$ cat src/stw_pkg.sv
// Purpose: Shared constants for the two-wire mode of the serial channel.
// Assumes: 8-bit register data, 16-bit read data, 4-bit register index.
// Notes: Offsets are register indices on the plain register port.
package stw_pkg;
  localparam int unsigned ADDR_W = 4;
  // Register offsets
  localparam logic [3:0] OFF_TXBUF = 4'h0, OFF_RXBUF = 4'h1, OFF_BAUD = 4'h2, OFF_MODE = 4'h3;
  localparam logic [3:0] OFF_CTLA = 4'h4, OFF_CTLB = 4'h5, OFF_SPCA = 4'h6, OFF_SPCB = 4'h7;
  localparam logic [3:0] OFF_SPCC = 4'h8, OFF_SPCD = 4'h9;
  // Reset values
  localparam logic [7:0] RST_REG = 8'h00;
  localparam logic [8:0] RST_SHIFT = 9'h1FF;
  localparam logic [15:0] RST_RDATA = 16'h0000;
  // Mode code of serial_mode_sel for two-wire operation
  localparam logic [2:0] SMD_TWOWIRE = 3'h2;
  // channel_mode fields
  localparam int B_SMD_HI = 2, B_CLK_SOURCE_DIR = 3;
  // channel_control_a fields
  localparam int B_PRE_HI = 1, B_SRE = 3, B_FCOFF = 4;
  // channel_control_b fields
  localparam int B_TXON = 0, B_TXE = 1, B_RXON = 2, B_RXF = 3;
  // special_mode_a fields
  localparam int B_TWI = 0, B_BUSY = 2;
  // special_mode_b fields
  localparam int B_ACKIM = 0, B_CSYNC = 1, B_HOLD9 = 2, B_INIT_ON_START_DETECT = 3, B_FORCE = 4, B_SDAOFF = 5;
  // special_mode_c fields
  localparam int B_CLK_PHASE_SEL = 0, B_DLY_HI = 3, B_DLY_LO = 1, B_STA = 4, B_RSTA = 5, B_STP = 6, B_CSEL = 7;
  // special_mode_d fields
  localparam int B_ACKD = 0, B_HSLVL = 1, B_HSOE = 2;
  // receive_buffer read layout
  localparam int B_OVR = 12;
  // Prescaler divide-by minus one
  localparam logic [7:0] DIV_F1_M1 = 8'h00, DIV_F8_M1 = 8'h07, DIV_F32_M1 = 8'h1F;
  // Transfer unit
  localparam logic [3:0] BITS_DATA = 4'h8, BITS_UNIT = 4'h9, BITS_ZERO = 4'h0;
  localparam logic [2:0] DLY_NONE = 3'h0;
  localparam logic [3:0] DLY_ZERO = 4'h0, DLY_ONE = 4'h1;
  // Condition generator states, Gray in the order listed
  typedef enum logic [2:0] {
    STW_C_IDLE = 3'h0,
    STW_C_STA_A = 3'h1,
    STW_C_STA_B = 3'h3,
    STW_C_RS_A = 3'h2,
    STW_C_RS_B = 3'h6,
    STW_C_STP_A = 3'h7,
    STW_C_STP_B = 3'h5
  } stw_cond_e;
endpackage : stw_pkg

$ cat src/stw_twowire.sv
// Purpose: Two-wire bus mode of the serial channel, master or slave.
// Assumes: Open-drain pins with external pull-ups; one clock at 25 MHz.
// Notes: Read data appear in the cycle after the read strobe.
//
// The register addresses and strobed register access are this design's own decisions.
`timescale 1ns/100ps
module stw_twowire #(
  parameter logic [7:0] FC_DIV_M1 = 8'h3F
) (
  input wire logic ref_clk_i,
  input wire logic sys_rst_i,
  input wire logic [stw_pkg::ADDR_W-1:0] reg_addr_i,
  input wire logic [7:0] reg_wdata_i,
  input wire logic reg_wr_i,
  input wire logic reg_rd_i,
  output logic [15:0] reg_rdata_o,
  input wire logic scl_i,
  output logic scl_o,
  output logic scl_oe_o,
  input wire logic sda_i,
  output logic sda_o,
  output logic sda_oe_o,
  output logic hs_o,
  output logic hs_oe_o,
  output logic ev_cond_o,
  output logic ev_ack_o,
  output logic ev_nack_o
);
  import stw_pkg::*;

  logic [2:0] s_scl, s_sda;
  logic scl_f, sda_f, scl_fp, sda_fp;
  logic next_scl_f, next_sda_f;
  logic [7:0] tx_data, baud, mode, ctla, ctlb, spca, spcb, spcc, spcd;
  logic [7:0] next_tx_data, next_baud, next_mode, next_ctla, next_ctlb;
  logic [7:0] next_spca, next_spcb, next_spcc, next_spcd;
  logic txe, rxf, sre, busy, ovr, xfer, pend, hold9, m_scl_low, d_sda_low, c_sda_low;
  logic next_txe, next_rxf, next_sre, next_busy, next_ovr, next_xfer, next_pend;
  logic next_hold9, next_m_scl_low, next_d_sda_low, next_c_sda_low;
  logic [8:0] shift, next_shift, rbuf, next_rbuf;
  logic [7:0] rx_sh, next_rx_sh, pre, next_pre, brg, next_brg;
  logic [3:0] bitcnt, next_bitcnt, dly, next_dly;
  logic [15:0] next_rdata;
  logic next_scl_oe, next_sda_oe, next_ev_cond, next_ev_ack, next_ev_nack;
  stw_cond_e cst, next_cst;
  logic mode_on, master, armed, late;
  logic scl_rise, scl_fall, start_det, stop_det;
  logic [7:0] div_m1;
  logic src_tick, stretch, half_tick, agree, tog_ok, load_evt;

  ////////////////////////////////////////////////////////////////////////////
  // Pin synchronisers, a change counts once stages two and three agree
  always_comb begin
    next_scl_f = (s_scl[1] == s_scl[2]) ? s_scl[2] : scl_f;
    next_sda_f = (s_sda[1] == s_sda[2]) ? s_sda[2] : sda_f;
  end

  always_ff @(posedge ref_clk_i) begin
    if (sys_rst_i) begin
      s_scl <= 3'h7;
      s_sda <= 3'h7;
      scl_f <= 1'b1;
      sda_f <= 1'b1;
      scl_fp <= 1'b1;
      sda_fp <= 1'b1;
    end else begin
      s_scl <= {s_scl[1:0], scl_i};
      s_sda <= {s_sda[1:0], sda_i};
      scl_f <= next_scl_f;
      sda_f <= next_sda_f;
      scl_fp <= scl_f;
      sda_fp <= sda_f;
    end
  end

  ////////////////////////////////////////////////////////////////////////////
  // Decoded conditions
  always_comb begin
    mode_on = (mode[B_SMD_HI:0] == SMD_TWOWIRE) && spca[B_TWI];
    master = !mode[B_CLK_SOURCE_DIR];
    scl_rise = scl_f && !scl_fp;
    scl_fall = !scl_f && scl_fp;
    start_det = scl_f && scl_fp && sda_fp && !sda_f;
    stop_det = scl_f && scl_fp && !sda_fp && sda_f;
    // Slave runs the delay counter on the raw clock; prescaler ignored
    div_m1 = DIV_F1_M1;
    if (master) begin
      case (ctla[B_PRE_HI:0])
        2'h1: div_m1 = DIV_F8_M1;
        2'h2: div_m1 = DIV_F32_M1;
        2'h3: div_m1 = FC_DIV_M1;
        default: div_m1 = DIV_F1_M1;
      endcase
    end
    src_tick = (pre == div_m1);
    stretch = master && spcb[B_CSYNC] && !m_scl_low && !scl_f;
    half_tick = src_tick && (brg == RST_REG) && !stretch;
    // Toggle only once the bus shows our own level, so no edge is missed
    agree = (scl_f == !m_scl_low);
    tog_ok = master && xfer && agree && !(m_scl_low && (bitcnt == BITS_UNIT)) && !(m_scl_low && pend);
    armed = mode_on && ctlb[B_TXON] && !txe;
    // Slave arms with tx_on and fresh data, and loads on the clock's falling edge
    load_evt = armed && !xfer && (cst == STW_C_IDLE) && (master ? m_scl_low : scl_fall);
    late = spcb[B_ACKIM] || spcc[B_CLK_PHASE_SEL];
  end

  ////////////////////////////////////////////////////////////////////////////
  // Registers, condition generator and bit engine
  always_comb begin
    next_tx_data = tx_data;
    next_baud = baud;
    next_mode = mode;
    next_ctla = ctla;
    next_ctlb = ctlb;
    next_spca = spca;
    next_spcb = spcb;
    next_spcc = spcc;
    next_spcd = spcd;
    next_txe = txe;
    next_rxf = rxf;
    next_sre = sre;
    next_busy = busy;
    next_ovr = ovr;
    next_xfer = xfer;
    next_pend = pend;
    next_hold9 = hold9;
    next_m_scl_low = m_scl_low;
    next_d_sda_low = d_sda_low;
    next_c_sda_low = c_sda_low;
    next_shift = shift;
    next_rbuf = rbuf;
    next_rx_sh = rx_sh;
    next_bitcnt = bitcnt;
    next_dly = dly;
    next_cst = cst;
    next_ev_cond = 1'b0;
    next_ev_ack = 1'b0;
    next_ev_nack = 1'b0;
    next_pre = src_tick ? RST_REG : 8'(pre + 8'h01);
    next_rdata = RST_RDATA;
    // Register reads; reading the receive buffer clears rx_full
    if (reg_rd_i) begin
      case (reg_addr_i)
        OFF_RXBUF: begin
          next_rdata = 16'({3'h0, ovr, 3'h0, rbuf});
          next_rxf = 1'b0;
        end
        OFF_BAUD: next_rdata = {8'h00, baud};
        OFF_MODE: next_rdata = {8'h00, mode};
        OFF_CTLA: next_rdata = {8'h00, ctla[7:4], sre, ctla[2:0]};
        OFF_CTLB: next_rdata = {8'h00, ctlb[7:4], rxf, ctlb[2], txe, ctlb[0]};
        OFF_SPCA: next_rdata = {8'h00, spca[7:3], busy, spca[1:0]};
        OFF_SPCB: next_rdata = {8'h00, spcb};
        OFF_SPCC: next_rdata = {8'h00, spcc};
        OFF_SPCD: next_rdata = {8'h00, spcd};
        default: next_rdata = RST_RDATA;
      endcase
    end
    if (!ctlb[B_RXON]) begin
      next_ovr = 1'b0;
    end
    // Baud divider: n+1 source ticks per half period
    if (stretch) begin
      next_brg = baud;
    end else if (src_tick) begin
      next_brg = (brg == RST_REG) ? baud : 8'(brg - 8'h01);
    end else begin
      next_brg = brg;
    end
    // Bus state seen on the lines
    if (start_det) begin
      next_busy = 1'b1;
      next_ev_cond = mode_on;
    end
    if (stop_det) begin
      next_busy = 1'b0;
      next_ev_cond = mode_on;
    end
    // Master conditions, one step per half period
    if (mode_on && master && spcc[B_CSEL] && half_tick && !xfer) begin
      case (cst)
        STW_C_IDLE: begin
          if (spcc[B_STA] || spcc[B_RSTA]) begin
            next_cst = m_scl_low ? STW_C_RS_A : STW_C_STA_A;
            next_c_sda_low = !m_scl_low;
          end else if (spcc[B_STP]) begin
            next_cst = STW_C_STP_A;
            next_c_sda_low = 1'b1;
          end
        end
        STW_C_RS_A: begin
          next_m_scl_low = 1'b0;
          next_cst = STW_C_RS_B;
        end
        STW_C_RS_B: begin
          next_c_sda_low = 1'b1;
          next_cst = STW_C_STA_A;
        end
        STW_C_STA_A: begin
          next_m_scl_low = 1'b1;
          next_cst = STW_C_STA_B;
        end
        STW_C_STA_B: begin
          next_spcc[B_STA] = 1'b0;
          next_spcc[B_RSTA] = 1'b0;
          next_cst = STW_C_IDLE;
        end
        STW_C_STP_A: begin
          next_m_scl_low = 1'b0;
          next_cst = STW_C_STP_B;
        end
        STW_C_STP_B: begin
          next_c_sda_low = 1'b0;
          next_spcc[B_STP] = 1'b0;
          next_cst = STW_C_IDLE;
        end
        default: next_cst = STW_C_IDLE;
      endcase
    end
    // Master clock for data units
    if (half_tick && tog_ok) begin
      next_m_scl_low = !m_scl_low;
    end
    // Load a unit: 8 data bits, MSB first, then the acknowledge bit
    if (load_evt) begin
      next_shift = {tx_data, spcd[B_ACKD]};
      next_txe = 1'b1;
      next_sre = 1'b0;
      next_xfer = 1'b1;
      next_bitcnt = BITS_ZERO;
      next_pend = 1'b1;
      next_c_sda_low = 1'b0;
    end
    // Rising edge of the bus clock samples the data line
    if (xfer && scl_rise) begin
      next_bitcnt = 4'(bitcnt + 4'h1);
      next_rx_sh = {rx_sh[6:0], sda_f};
      if ((bitcnt == 4'(BITS_DATA - 4'h1)) && rxf && ctlb[B_RXON]) begin
        next_ovr = 1'b1;
      end
      if (bitcnt == BITS_DATA) begin
        next_rbuf = {sda_f, rx_sh};
        // Overrun does not hold back the receive event
        // Set wins over a same-cycle read, a lone read still clears
        next_rxf = next_rxf || ctlb[B_RXON];
        if (!late) begin
          next_ev_ack = !sda_f;
          next_ev_nack = sda_f;
        end
      end
    end
    // Falling edge: next bit, or end of the unit after the 9th
    if (xfer && scl_fall && (bitcnt != BITS_ZERO)) begin
      next_pend = 1'b1;
      if (bitcnt == BITS_UNIT) begin
        next_xfer = 1'b0;
        next_sre = 1'b1;
        next_shift = RST_SHIFT;
        next_hold9 = spcb[B_HOLD9];
        if (late) begin
          next_ev_ack = !rbuf[8];
          next_ev_nack = rbuf[8];
        end
      end else begin
        next_shift = {shift[7:0], 1'b1};
      end
    end
    // Delay new data bit after the clock went low
    if (pend) begin
      if (dly == DLY_ZERO) begin
        next_d_sda_low = !shift[8];
        next_pend = 1'b0;
      end else if (src_tick) begin
        next_dly = 4'(dly - DLY_ONE);
      end
    end
    if (next_pend && !pend) begin
      next_dly = (spcc[B_DLY_HI:B_DLY_LO] == DLY_NONE) ? DLY_ZERO : 4'({1'b0, spcc[B_DLY_HI:B_DLY_LO]} + DLY_ONE);
    end
    // Slave restarts its unit on a start condition
    if (mode_on && !master && spcb[B_INIT_ON_START_DETECT] && start_det) begin
      next_xfer = 1'b0;
      next_bitcnt = BITS_ZERO;
      next_shift = RST_SHIFT;
      next_pend = 1'b0;
      next_d_sda_low = 1'b0;
      next_hold9 = 1'b0;
    end
    if (!spcb[B_HOLD9] || !mode_on) begin
      next_hold9 = 1'b0;
    end
    // Writes come last so software data beats a same-cycle load
    if (reg_wr_i) begin
      case (reg_addr_i)
        OFF_TXBUF: begin
          next_tx_data = reg_wdata_i;
          next_txe = 1'b0;
          next_hold9 = 1'b0;
        end
        OFF_BAUD: next_baud = reg_wdata_i;
        OFF_MODE: next_mode = reg_wdata_i;
        OFF_CTLA: next_ctla = reg_wdata_i;
        OFF_CTLB: next_ctlb = reg_wdata_i;
        OFF_SPCA: next_spca = reg_wdata_i;
        OFF_SPCB: next_spcb = reg_wdata_i;
        OFF_SPCC: next_spcc = reg_wdata_i;
        OFF_SPCD: next_spcd = reg_wdata_i;
        default: next_tx_data = tx_data;
      endcase
    end
    // Lines are only pulled low or released
    next_scl_oe = mode_on && (spcb[B_FORCE] || next_hold9 || (master && next_m_scl_low));
    next_sda_oe = mode_on && !spcb[B_SDAOFF] && (next_d_sda_low || next_c_sda_low);
  end

  always_ff @(posedge ref_clk_i) begin
    if (sys_rst_i) begin
      tx_data <= RST_REG;
      baud <= RST_REG;
      mode <= RST_REG;
      ctla <= RST_REG;
      ctlb <= RST_REG;
      spca <= RST_REG;
      spcb <= RST_REG;
      spcc <= RST_REG;
      spcd <= RST_REG;
      txe <= 1'b1;
      rxf <= 1'b0;
      sre <= 1'b1;
      busy <= 1'b0;
      ovr <= 1'b0;
      xfer <= 1'b0;
      pend <= 1'b0;
      hold9 <= 1'b0;
      m_scl_low <= 1'b0;
      d_sda_low <= 1'b0;
      c_sda_low <= 1'b0;
      shift <= RST_SHIFT;
      rbuf <= RST_SHIFT;
      rx_sh <= RST_REG;
      pre <= RST_REG;
      brg <= RST_REG;
      bitcnt <= BITS_ZERO;
      dly <= DLY_ZERO;
      cst <= STW_C_IDLE;
      reg_rdata_o <= RST_RDATA;
      scl_oe_o <= 1'b0;
      sda_oe_o <= 1'b0;
      hs_o <= 1'b0;
      hs_oe_o <= 1'b0;
      ev_cond_o <= 1'b0;
      ev_ack_o <= 1'b0;
      ev_nack_o <= 1'b0;
    end else begin
      tx_data <= next_tx_data;
      baud <= next_baud;
      mode <= next_mode;
      ctla <= next_ctla;
      ctlb <= next_ctlb;
      spca <= next_spca;
      spcb <= next_spcb;
      spcc <= next_spcc;
      spcd <= next_spcd;
      txe <= next_txe;
      rxf <= next_rxf;
      sre <= next_sre;
      busy <= next_busy;
      ovr <= next_ovr;
      xfer <= next_xfer;
      pend <= next_pend;
      hold9 <= next_hold9;
      m_scl_low <= next_m_scl_low;
      d_sda_low <= next_d_sda_low;
      c_sda_low <= next_c_sda_low;
      shift <= next_shift;
      rbuf <= next_rbuf;
      rx_sh <= next_rx_sh;
      pre <= next_pre;
      brg <= next_brg;
      bitcnt <= next_bitcnt;
      dly <= next_dly;
      cst <= next_cst;
      reg_rdata_o <= next_rdata;
      scl_oe_o <= next_scl_oe;
      sda_oe_o <= next_sda_oe;
      // Flow control off: pin is a plain output, its select unused
      hs_o <= spcd[B_HSLVL];
      hs_oe_o <= ctla[B_FCOFF] && spcd[B_HSOE];
      ev_cond_o <= next_ev_cond;
      ev_ack_o <= next_ev_ack;
      ev_nack_o <= next_ev_nack;
    end
  end

  // Open-drain pins never drive high
  always_ff @(posedge ref_clk_i) begin
    scl_o <= 1'b0;
    sda_o <= 1'b0;
  end
endmodule : stw_twowire

$ cat config.mk
export PLATFORM = sky130hd
export DESIGN_NAME = stw_twowire
export DESIGN_NICKNAME = d
export VERILOG_FILES = /design/src/stw_pkg.sv /design/src/stw_twowire.sv
export SDC_FILE = /design/constraint.sdc
export NUM_CORES = 1
export LEC_CHECK = 0
export BUFFER_PORTS_ARGS = -buffer_cell sky130_fd_sc_hd__buf_4
export CAP_MARGIN = 20
export CORE_UTILIZATION = 25
export CTS_BUF_LIST = sky130_fd_sc_hd__clkbuf_2
export CTS_CLUSTER_SIZE = 16
export DETAILED_ROUTE_END_ITERATION = 10
export PLACE_DENSITY_LB_ADDON = 0.15
export SLEW_MARGIN = 20
export SYNTH_ARGS = -nofsm -noshare
export SYNTH_HDL_FRONTEND = slang
export SYNTH_SLANG_ARGS = --single-unit
$ cat constraint.sdc
create_clock -name ref_clk_i -period 2.6 [get_ports ref_clk_i]
set_input_delay 0.52 -clock ref_clk_i [delete_from_list [all_inputs] [get_ports ref_clk_i]]
set_output_delay 0.52 -clock ref_clk_i [all_outputs]
set_load 0.1 [all_outputs]
==> impl_metrics.ini <==
[global_route]
antenna_found_initial = 1
grt_pass1_vias = 5936
grt_pass1_wl_um = 36090
grt_overflow_total = 0
grt_max_degree = 55
track_usage_pct = 15.62

[worst_setup_path]
crit_path_max_fanout = 4
worst-r2r-setup-slack_ns = 0.18
crit_buf_inv = 1
r2r_start = brg[0]
cp_top_family = simple AND/OR/NAND/NOR gates
critPathSlowestCell = dfxtp_1
rr_worst_depth = 8
rr_endpoint = c_sda_low
critPathKind = reg -> reg
cp.depth = 8
startpoint_type = flip-flop
startpoint = brg[0]
slowest_delay_ns = 0.38
cp-end-kind = flip-flop
crit_path_end = c_sda_low
required_ns = 3.27
crit_chain = inv_1, ha_1, nor3b_1, nand3_2, nand2b_1, nor4b_2, mux2_1, nor3_1
worstPathArrival_ns = 3.09

[die]
die-width_um = 173.9
coreArea_mm2 = 0.02886
start_util_pct = 25.59
rows = 62
ioPinCount = 43
dieArea_mm2 = 0.03023
die_h_um = 173.9

[synthesis]
synth_seq_area_share_pct = 43.10
syn_inst = 856
ys_async_sr_fraction_pct = 0
synth_edf_count = 0
synth_ff_type = dfxtp_1
yosysWarnings = 0
syn-cell-area_mm2 = 0.007385
ys_types = 70
postSynthAreaPerCell_um2 = 8.627
ys_seq_elements = 159

[sta]
finalHoldViolations = 0
worstMarginPinSlew_ns = 0.7605
relSlewSlack_pct = 49.08
fin_crit_sh_pct = 93.10
finalMaxSlewViolations = 0
fmax_mhz = 413.1
period_needed_ns = 2.421
rsz0062_at_grt = no
setup_viol_count_final = 0
setup_tns_ns = 0
clock_skew_ns = 0.04153

[routing]
first_iter_violations = 372
drc = 0
routedWlPerCell_um = 18.19
drt_first_pass_iters = 4
via_count = 6182
via_per_inst = 4.837
ant_nets = 0
routed_wl_um = 23250

[worst_hold_path]
holdCritPathClass = in -> reg

[layout]
seq_area_mm2 = 0.003183
multi_input_area_mm2 = 0.003867
fin_nets = 907
largest-register = reg_rdata_o
syn_to_final_growth_pct = 12.67
biggestRegsByFlops = reg_rdata_o x10, rbuf x9, shift x9
drive_gt1_share_pct = 14.00
largest_reg_flops = 10
design_area_mm2 = 0.008320
fillerInstances = 3157

[cts]
post_cts_resized = 0
cts.sinks = 159
path_clk_slew_ns = 0.25
clock_latency_ns = 0.75
clockBufferDepth = 2
cts_root_buffer = clkbuf_2
cts-htree-levels = 4
cts_tree = built
numCtsBuffers = 17

[placement]
gp_congestion = 0.7901
postPlaceCellArea_mm2 = 0.008045
dp_hpwl_um = 16230
port_buffers = 34

[flow_run]
drv_cap = 0

[power_and_ir_drop]
p_per_area_mw_per_mm2 = 578.8
worst_ir_drop_vdd_uv = 368.0
leakagePower_nw = 3.079

[run_status]
status = finished, final reports clean
-- worst reg2reg max path, stage by stage (launching register included) --
cell and delay (ns):
dfxtp_1 0.38, inv_1 0.11, ha_1 0.16, nor3b_1 0.35
nand3_2 0.21, nand2b_1 0.24, nor4b_2 0.38, mux2_1 0.37
nor3_1 0.17
-- how the worst min path moves through the flow --
stage | start | depth (start not counted) | slack [ns] | endpoint
after global routing | reg_rd_i | 4 | 0.02 | rxf
final | reg_rd_i | 4 | 0.09 | rxf
after global placement | s_scl[0] | 1 | 0.40 | s_scl[1]
after detailed placement | s_scl[0] | 1 | 0.40 | s_scl[1]
after floorplan | s_scl[0] | 1 | 0.39 | s_scl[1]
after CTS | reg_rd_i | 4 | 0.03 | rxf
-- power breakdown --
group / switching, mW / internal, mW
registers: 0.0563 / 2.51
logic: 0.512 / 0.294
clock network: 0.996 / 0.453
-- through the flow --
| step | power, mW | util, % | hold WS (ns) | setup WS [ns] | instances |
|---|---|---|---|---|---|
| final | 4.816 | 28.83 | 0.08691 | 0.1793 | 1278 |
| after global routing | 5.081 | 28.83 | 0.01502 | 0.05233 | 1278 |
| after CTS | 4.878 | 28.79 | 0.02551 | 0.1861 | 1276 |
| after detailed placement | 3.409 | 27.88 | 0.4014 | 0.2666 | 1242 |
| after global placement | 3.421 | 27.88 | 0.3962 | 0.3272 | 1242 |
| after floorplan | 3.209 | - | 0.3895 | 0.5482 | 863 |
-- cell families after synthesis --
family	synth area share, %
compound gates	14.71
simple gates	24.06
fa+ha+maj	1.525
flops	43.10
other cells	0.05078
mux	10.06
buf+inv	4.947
xor+xnor	1.542
-- what timing repair did --
item / 4_1_cts / 5_1_grt
endpoints found under the hold margin: 2 / 1
setup buffers: 0 / 0
hold buffers: 2 / 1
-- cells in the final DEF, fill, tap and decap left out, types with 4 or more instances in the layout --
master	Yosys	routed
nor3b_1	6	6
a31oi_1	4	4
or3_1	4	4
conb_1	1	8
nand3b_1	6	6
buf_4	8	61
inv_6	0	5
mux2_2	7	7
nor2b_1	23	23
a22o_1	6	6
a21oi_1	71	71
nor3_1	26	25
or2_2	10	10
xnor2_1	9	9
inv_1	15	15
nor2_1	95	95
a21o_1	4	4
xor2_1	4	4
clkbuf_2	0	17
mux2i_1	63	63
and2_1	4	4
o21ai_0	26	26
o22ai_1	4	4
a211oi_1	12	12
ha_1	9	9
a22oi_1	7	7
and3_1	13	13
nand2_1	98	98
a32oi_1	6	6
dfxtp_1	159	159
nand2b_1	7	7
nand3_1	29	29
-- Yosys cell counts (4+ instances only) --
cell type  count  area [um2]
a211oi_1      12       90.09
a21o_1         4       30.03
a21oi_1       71       355.3
a22o_1         6       52.55
a22oi_1        7       52.55
a31oi_1        4       25.02
a32oi_1        6       52.55
and2_1         4       25.02
and3_1        13       81.33
buf_2          7       35.03
buf_4          8       60.06
clkbuf_1      46       172.7
dfxtp_1      159        3183
ha_1           9       112.6
inv_1         15       56.30
mux2_2         7       78.83
mux2i_1       63       630.6
nand2_1       98       367.9
nand2b_1       7       43.79
nand3_1       29       145.1
nand3b_1       6       45.04
nor2_1        95       356.6
nor2b_1       23       143.9
nor3_1        26       130.1
nor3b_1        6       45.04
o21ai_0       26       130.1
o22ai_1        4       25.02
or2_2         10       62.56
or3_1          4       25.02
xnor2_1        9       78.83
xor2_1         4       35.03
-- layer usage --
metal	vias to the layer above	global-route usage (%)	wire length, um
met3	8	2.807	854
met1	3005	21.80	11470
met5	-	0	0
met4	0	3.436	163
met2	124	24.88	10750
li1	3045	-	-
-- final cells by class --
class	count	area share, %
timing repair buffer	64	5.865
tap	384	5.774
clock inverter	15	1.895
antenna	1	0.03008
multi-input combinational	623	46.48
inverter	15	0.6767
sequential	159	38.26
clock buffer	17	1.023
Note: power is estimated with default switching activity, not from simulation.
